## src/rx_recovery_pkg.sv

```systemverilog
// Package for the asynchronous receive clock and data recovery block.
// Assumes a single system clock domain with an active-low asynchronous reset.
package rx_recovery_pkg;

   // ****************************************************************
   // Oversampling and voting positions
   // ****************************************************************
   localparam logic [4:0] samples_normal = 5'h10;
   localparam logic [4:0] samples_double = 5'h08;
   localparam logic [3:0] vote_first_normal = 4'h8;
   localparam logic [3:0] vote_first_double = 4'h4;
   localparam logic [3:0] vote_mid_normal = 4'h9;
   localparam logic [3:0] vote_mid_double = 4'h5;
   localparam logic [3:0] vote_last_normal = 4'ha;
   localparam logic [3:0] vote_last_double = 4'h6;

   // ****************************************************************
   // Frame geometry and reset values
   // ****************************************************************
   localparam logic [3:0] bits_min = 4'h5;
   localparam logic [3:0] bits_max = 4'ha;
   localparam int baud_divisor_reset = 64;
   localparam int divisor_width = 12;

   // ****************************************************************
   // Types
   // ****************************************************************
   typedef enum logic [1:0]
   {
      st_idle = 2'b00,
      st_start = 2'b01,
      st_bits = 2'b10
   } rx_state_e;

   // One received frame: data plus parity bits (LSB first) and its stop verdict.
   typedef struct packed
   {
      logic [9:0] bits;
      logic frame_error_flag;
   } rx_word_s;

endpackage : rx_recovery_pkg

```

## src/async_rx_clock_data_recovery.sv

```systemverilog
// Asynchronous receive clock and data recovery with a two-entry output buffer.
// Assumes rxd is an asynchronous pin and the consumer drains words with ready.
//
// Functional notes
// - Sixteen samples per bit, eight in double speed.
// - Idle watches for high to low edge.
// - Qualify start on samples 8-10 or 4-6.
// - Two high qualify samples reject as noise.
// - Realign bit timing on every valid start.
// - Per-bit state counter, sixteen or eight states.
// - Majority of three centre samples decides bit.
// - Centre sample is state nine or five.
// - Recover through first stop, ignore further stops.
// - Low voted stop bit sets frame error.
// - Ready for next start after last vote.
// - Five to ten data plus parity bits.
// - Double speed halves samples per bit from sixteen to eight.
module async_rx_clock_data_recovery #(
   parameter int divisor_width = rx_recovery_pkg::divisor_width
)(
   input wire logic clk,
   input wire logic reset_n,
   input wire logic rxd,
   input wire logic double_speed_select,
   input wire logic [divisor_width-1:0] baud_divisor_value,
   input wire logic [3:0] frame_bits,
   input wire logic out_ready,
   output logic out_valid,
   output rx_recovery_pkg::rx_word_s out_word,
   output logic busy
);

   // ****************************************************************
   // Input synchroniser and sample enable
   // ****************************************************************
   logic sync1_reg, sync2_reg, last_reg;
   logic [divisor_width-1:0] div_reg, div_next;
   logic tick;

   always_ff @(posedge clk or negedge reset_n)
   begin
      if (!reset_n)
      begin
         sync1_reg <= 1'b1;
         sync2_reg <= 1'b1;
      end
      else
      begin
         sync1_reg <= rxd;
         sync2_reg <= sync1_reg;
      end
   end

   // The divisor gives the oversample rate; the sample count per bit is applied below.
   always_comb
   begin
      tick = (div_reg == '0);
      div_next = tick ? baud_divisor_value : div_reg - divisor_width'(1);
   end

   // ****************************************************************
   // Recovery state machine
   // ****************************************************************
   rx_recovery_pkg::rx_state_e state_reg, state_next;
   logic [3:0] phase_reg, phase_next;
   logic [3:0] nbit_reg, nbit_next;
   logic [1:0] votes_reg, votes_next;
   logic [9:0] shift_reg, shift_next;
   logic done_pulse;
   rx_recovery_pkg::rx_word_s done_word;
   logic [3:0] v_first, v_last, top, nbits;
   logic maj, is_stop;
   logic last_next;

   always_comb
   begin
      // Double speed uses eight states per bit
      top = double_speed_select ? 4'(rx_recovery_pkg::samples_double - 5'h01)
                                : 4'(rx_recovery_pkg::samples_normal - 5'h01);
      v_first = double_speed_select ? rx_recovery_pkg::vote_first_double
                                    : rx_recovery_pkg::vote_first_normal;
      v_last = double_speed_select ? rx_recovery_pkg::vote_last_double
                                   : rx_recovery_pkg::vote_last_normal;
      // Clamp frame length to five through ten
      nbits = (frame_bits < rx_recovery_pkg::bits_min) ? rx_recovery_pkg::bits_min :
              (frame_bits > rx_recovery_pkg::bits_max) ? rx_recovery_pkg::bits_max : frame_bits;
      state_next = state_reg;
      phase_next = phase_reg;
      nbit_next = nbit_reg;
      votes_next = votes_reg;
      shift_next = shift_reg;
      done_pulse = 1'b0;
      done_word = '0;
      last_next = tick ? sync2_reg : last_reg;
      // Two or three high votes give one
      maj = (votes_reg + {1'b0, sync2_reg}) >= 2'h2;
      is_stop = (nbit_reg == nbits);
      if (tick)
      begin
         case (state_reg)
            rx_recovery_pkg::st_idle:
            begin
               if (last_reg && !sync2_reg)
               begin
                  state_next = rx_recovery_pkg::st_start;
                  phase_next = 4'h1;
                  votes_next = 2'h0;
                  shift_next = 10'h000;
               end
            end
            rx_recovery_pkg::st_start:
            begin
               phase_next = phase_reg + 4'h1;
               if (phase_next >= v_first && phase_next < v_last)
                  votes_next = votes_reg + {1'b0, sync2_reg};
               else if (phase_next == v_last)
               begin
                  if (maj)
                     state_next = rx_recovery_pkg::st_idle;
                  else
                  begin
                     // Bit timing aligned to this start bit
                     state_next = rx_recovery_pkg::st_bits;
                     phase_next = v_last;
                     nbit_next = 4'h0;
                     votes_next = 2'h0;
                  end
               end
            end
            rx_recovery_pkg::st_bits:
            begin
               // State counter wraps once per bit
               phase_next = (phase_reg == top) ? 4'h0 : phase_reg + 4'h1;
               // Votes centred on state nine or five
               if (phase_next >= v_first && phase_next < v_last)
                  votes_next = votes_reg + {1'b0, sync2_reg};
               else if (phase_next == v_last)
               begin
                  votes_next = 2'h0;
                  if (is_stop)
                  begin
                     // Return to idle right after the stop vote
                     state_next = rx_recovery_pkg::st_idle;
                     done_pulse = 1'b1;
                     done_word.bits = shift_reg;
                     // Low stop bit flags frame error
                     done_word.frame_error_flag = !maj;
                  end
                  else
                  begin
                     shift_next = shift_reg;
                     shift_next[nbit_reg] = maj;
                     nbit_next = nbit_reg + 4'h1;
                  end
               end
            end
            default:
               state_next = rx_recovery_pkg::st_idle;
         endcase
      end
   end

   always_ff @(posedge clk or negedge reset_n)
   begin
      if (!reset_n)
      begin
         div_reg <= '0;
         last_reg <= 1'b1;
         state_reg <= rx_recovery_pkg::st_idle;
         phase_reg <= 4'h0;
         nbit_reg <= 4'h0;
         votes_reg <= 2'h0;
         shift_reg <= 10'h000;
      end
      else
      begin
         div_reg <= div_next;
         last_reg <= last_next;
         state_reg <= state_next;
         phase_reg <= phase_next;
         nbit_reg <= nbit_next;
         votes_reg <= votes_next;
         shift_reg <= shift_next;
      end
   end

   // ****************************************************************
   // Two-entry output buffer
   // ****************************************************************
   // A word finished while both entries are full and out_ready is low is dropped; the consumer must keep up.
   rx_recovery_pkg::rx_word_s buf_reg [2];
   rx_recovery_pkg::rx_word_s buf_next [2];
   logic [1:0] count_reg, count_next;
   logic busy_next, valid_next;

   always_comb
   begin
      buf_next = buf_reg;
      count_next = count_reg;
      if (out_ready && count_reg != 2'h0)
      begin
         buf_next[0] = buf_reg[1];
         count_next = count_reg - 2'h1;
      end
      if (done_pulse && count_next != 2'h2)
      begin
         buf_next[count_next[0]] = done_word;
         count_next = count_next + 2'h1;
      end
      busy_next = (state_next != rx_recovery_pkg::st_idle);
      // The valid flag follows the next count so that it moves in step with the entries.
      valid_next = (count_next != 2'h0);
   end

   always_ff @(posedge clk or negedge reset_n)
   begin
      if (!reset_n)
      begin
         buf_reg[0] <= '0;
         buf_reg[1] <= '0;
         count_reg <= 2'h0;
         busy <= 1'b0;
         out_valid <= 1'b0;
      end
      else
      begin
         buf_reg <= buf_next;
         count_reg <= count_next;
         busy <= busy_next;
         out_valid <= valid_next;
      end
   end

   assign out_word = buf_reg[0];
endmodule : async_rx_clock_data_recovery

```

## config.mk

```make
export PLATFORM = sky130hd
export DESIGN_NAME = async_rx_clock_data_recovery
export DESIGN_NICKNAME = d
export VERILOG_FILES = /design/src/rx_recovery_pkg.sv /design/src/async_rx_clock_data_recovery.sv
export SDC_FILE = /design/constraint.sdc
export NUM_CORES = 1
export LEC_CHECK = 0
export BUFFER_PORTS_ARGS = -buffer_cell sky130_fd_sc_hd__buf_4
export CAP_MARGIN = 20
export CORE_MARGIN = 3
export CORE_UTILIZATION = 60
export DETAILED_ROUTE_END_ITERATION = 7
export GPL_ROUTABILITY_DRIVEN = 0
export PLACE_DENSITY = 0.76
export SLEW_MARGIN = 25
export SYNTH_ARGS = -nofsm -noshare
export SYNTH_HDL_FRONTEND = slang
export SYNTH_SLANG_ARGS = --single-unit
```

## constraint.sdc

```tcl
create_clock -name clk -period 4 [get_ports clk]
set_input_delay 0.8 -clock clk [delete_from_list [all_inputs] [get_ports clk]]
set_output_delay 0.8 -clock clk [all_outputs]
set_load 0.05 [all_outputs]
```

==> results by group <==
STA
  – Hold Violations, Final: 0
  – Slew @ Worst Pin: a little under 0.8 ns
  – TNS Setup: 0 ns
  – Slew Viols, Final: 0
  – Fin crit period: 3.12 ns
  – # setup viols final: 0
  – Final worst path period share: 0.780
  – Highest Clock Rate: approximately 320 MHz
  – Slew margin rel.: 0.479
  – Clock skew: approximately 0.0082 ns
  – RSZ-0062 raised after global routing: false

CTS
  – Total setup buffers inserted after CTS: 0
  – Clk_lat worst skew: about 0.35 ns
  – Cts repair resizes: 0
  – CTS Hold Bufs: 0
  – Deepest clock path buffer count: 2
  – Clock root buffer: clkbuf_8
  – H-tree levels: 3
  – CTS clk-pin slew, worst paths: ~0.070 ns
  – CTS tree: built
  – CTS sink count: 63
  – CTS Buf Count: 9

Logic synthesis
  – Seq/Total Area, Yosys: 0.425
  – Post-synth net total: 430
  – Post-synth EDFFs: 0
  – Top post-synthesis cells by count: 60 x dfrtp_1, 48 x nand2_1, 38 x nor2_1
  – Cell taking the most area after synthesis: dfrtp_1
  – Mapped cell area: about 3700 µm²
  – Syn avg cell area: approximately 9.5 µm²
  – Yosys warns: 0
  – Most frequent cell after synthesis: dfrtp_1
  – Asr flop ratio synth: 1.00
  – Syn Inst Count: 390
  – Top-area cell type share of the netlist area: 0.404
  – #FFs+latches synth: 63
  – Top FF cell, synth: dfrtp_1
  – Synth area leaders: dfrtp_1 40%, ha_1 6.4%, nand2_1 4.8%
  – Synth cell types: 59

Flow run
  – Max_cap viols: 0

Setup path
  – R2r startpoint: phase_reg[0]
  – Worst path arrival time: approximately 3.4 ns
  – Worst setup path end: buf_reg[10]
  – CP required: ~4.2 ns
  – Worst setup startpoint: phase_reg[0]
  – Register-to-Register Setup Slack: between 0.8 and 0.9 ns
  – FF-to-FF End: buf_reg[10]
  – CP startpoint kind: flip-flop
  – CP endpoint kind: flip-flop
  – CP Max Fanout: 11
  – R2r worst-path depth: 11
  – Crit path kind: reg -> reg

Cells and area
  – Core Util, Final: 0.705
  – Fill cells: 469
  – Nets@finish: approximately 460
  – Multi-input gate area: a little under 2000 µm²
  – Max FFs per register: 12
  – Ant diodes: 0
  – P&R area growth vs syn: 12.9%
  – Register Area: 1580 µm²
  – Share of layout cells above drive strength 1: 0.198

Route
  – Total number of vias: approximately 2900
  – DRC violation total after the first TritonRoute iteration: between 150 and 200
  – Final routed DRC violation total: 0
  – WL final: approximately 7.5 mm
  – ANT nets after route: 0
  – Drt pass-1 iters: 4
  – Wire per inst: roughly 15 µm
  – DR vias/cell: slightly below 6

Global route
  – Largest net degree at the start of global routing: between 60 and 70
  – Vias in the first global route: roughly 2800
  – First-pass GRT wire length: between 10 and 15 mm
  – Initial antenna violation count: 0
  – Total Routing Usage GR: 0.222
  – Global route overflow: 0

Min path
  – Hold depth: 0
  – Worst Hold Class: reg -> reg

Power
  – Leakage power: just under 2 nW
  – Internal power: around 1.2 mW
  – Pwr dens: about 410 nW/µm²
  – Total net switching power: approximately 0.5 mW
  – Seq pwr share: 0.434
  – Logic pwr share: 0.174
  – Max VDD drop: 0.000312 V
  – Clock share of power: 0.392
  – Sw frac: 0.287

Die
  – Cell Rows: 28
  – Core area: about 6000 µm²
  – # IOs: 34
  – Die area: 7180 µm²
  – Starting Density: 0.624
  – Die span in y: between 80 and 90 µm
  – Die boundary width: ~85 µm

Placement
  – DP HPWL: ~5.3 mm
  – I/O Buffers: 33

Status
  – Outcome: finished clean
[cells by family (layout without fill, tap and decap cells)]
family | Yosys count | after routing | share of synthesized area
AOI/OAI and AO/OA | 89 | 89 | 0.153
and+or+nand+nor | 139 | 139 | 0.188
buffers and inverters | 41 | 71 | 0.0562
xor gates and xnor gates | 12 | 12 | 0.0283
muxes | 27 | 27 | 0.0855
adders and majority gates | 19 | 19 | 0.0639
DFF | 63 | 63 | 0.425
[worst min-delay path by stage]
stage	startpoint	end	slack [ns]
3_3_place_gp	sync1_reg	sync2_reg	0.35
6_report	sync1_reg	sync2_reg	0.36
4_1_cts	sync1_reg	sync2_reg	0.36
3_5_place_dp	sync1_reg	sync2_reg	0.35
5_1_grt	sync1_reg	sync2_reg	0.36
2_1_floorplan	sync1_reg	sync2_reg	0.35
[cell type report]
type | count | share of cell area
sequential | 63 | 0.376
multi-input combinational | 286 | 0.460
clock buffer | 9 | 0.0295
timing repair buffer | 38 | 0.0680
inverter | 17 | 0.0152
clock inverter | 7 | 0.0289
tap | 75 | 0.0224
[layer usage]
metal / GRT usage / vias to the layer above / part of all wire / wire length, µm
met5: 0 / - / 0 / 0
met4: 0.106 / 0 / 0.021 / 154
met3: 0.0363 / 14 / 0.041 / 309
met2: 0.344 / 68 / 0.47 / 3480
met1: 0.305 / 1402 / 0.47 / 3520
li1: - / 1424 / - / -
[stage by stage]
stage | total power, mW | setup slack [ns] | area (µm²) | hold slack [ns] | cells
floorplan | 0.972 | 1.17 | 3720 | 0.345 | 390
global placement | 1.05 | 0.873 | 3950 | 0.346 | 479
detailed placement | 1.06 | 0.758 | 3950 | 0.347 | 479
CTS | 1.74 | 0.909 | 4200 | 0.357 | 495
global route | 1.82 | 0.651 | 4200 | 0.360 | 495
finish | 1.74 | 0.879 | 4200 | 0.357 | 495
[power by group through the flow]
stage	Combinational (mW)	Sequential, mW	Clock, mW
detailed placement	0.301	0.763	0
global route	0.340	0.760	0.722
global placement	0.285	0.761	0
finish	0.302	0.753	0.681
floorplan	0.208	0.764	0
CTS	0.305	0.752	0.688
[layout by cell type (no fill, tap or decap), types with 2 or more instances in the layout]
master	n
a211oi_1	2
a21oi_1	31
a22oi_1	2
a31o_2	3
a31oi_1	3
and2_1	3
buf_4	38
bufinv_16	3
clkbuf_8	9
clkinv_4	3
dfrtp_1	60
dfstp_2	3
ha_1	19
inv_1	17
mux2_2	2
mux2_4	9
mux2i_1	16
nand2_1	48
nand2b_1	4
nand3_1	13
nand3b_1	4
nand4_1	3
nor2_1	38
nor2b_1	4
nor3_1	6
nor4_1	4
nor4_4	2
o211ai_1	2
o21a_1	3
o21ai_0	19
o21ai_1	2
o22ai_1	5
o31ai_1	2
o32ai_1	2
xnor2_1	6
xor2_1	6
[critical path: stages, from the launching register on]
cell and delay, ns:
dfrtp_1 0.46, ha_1 0.34, xnor2_1 0.30, inv_1 0.10
ha_1 0.30, nand3_1 0.08, a31oi_1 0.28, and2_1 0.30
nand2_4 0.08, nor4_4 0.12, buf_4 0.27, mux2_2 0.36
Power figures use the tool's default switching activity.
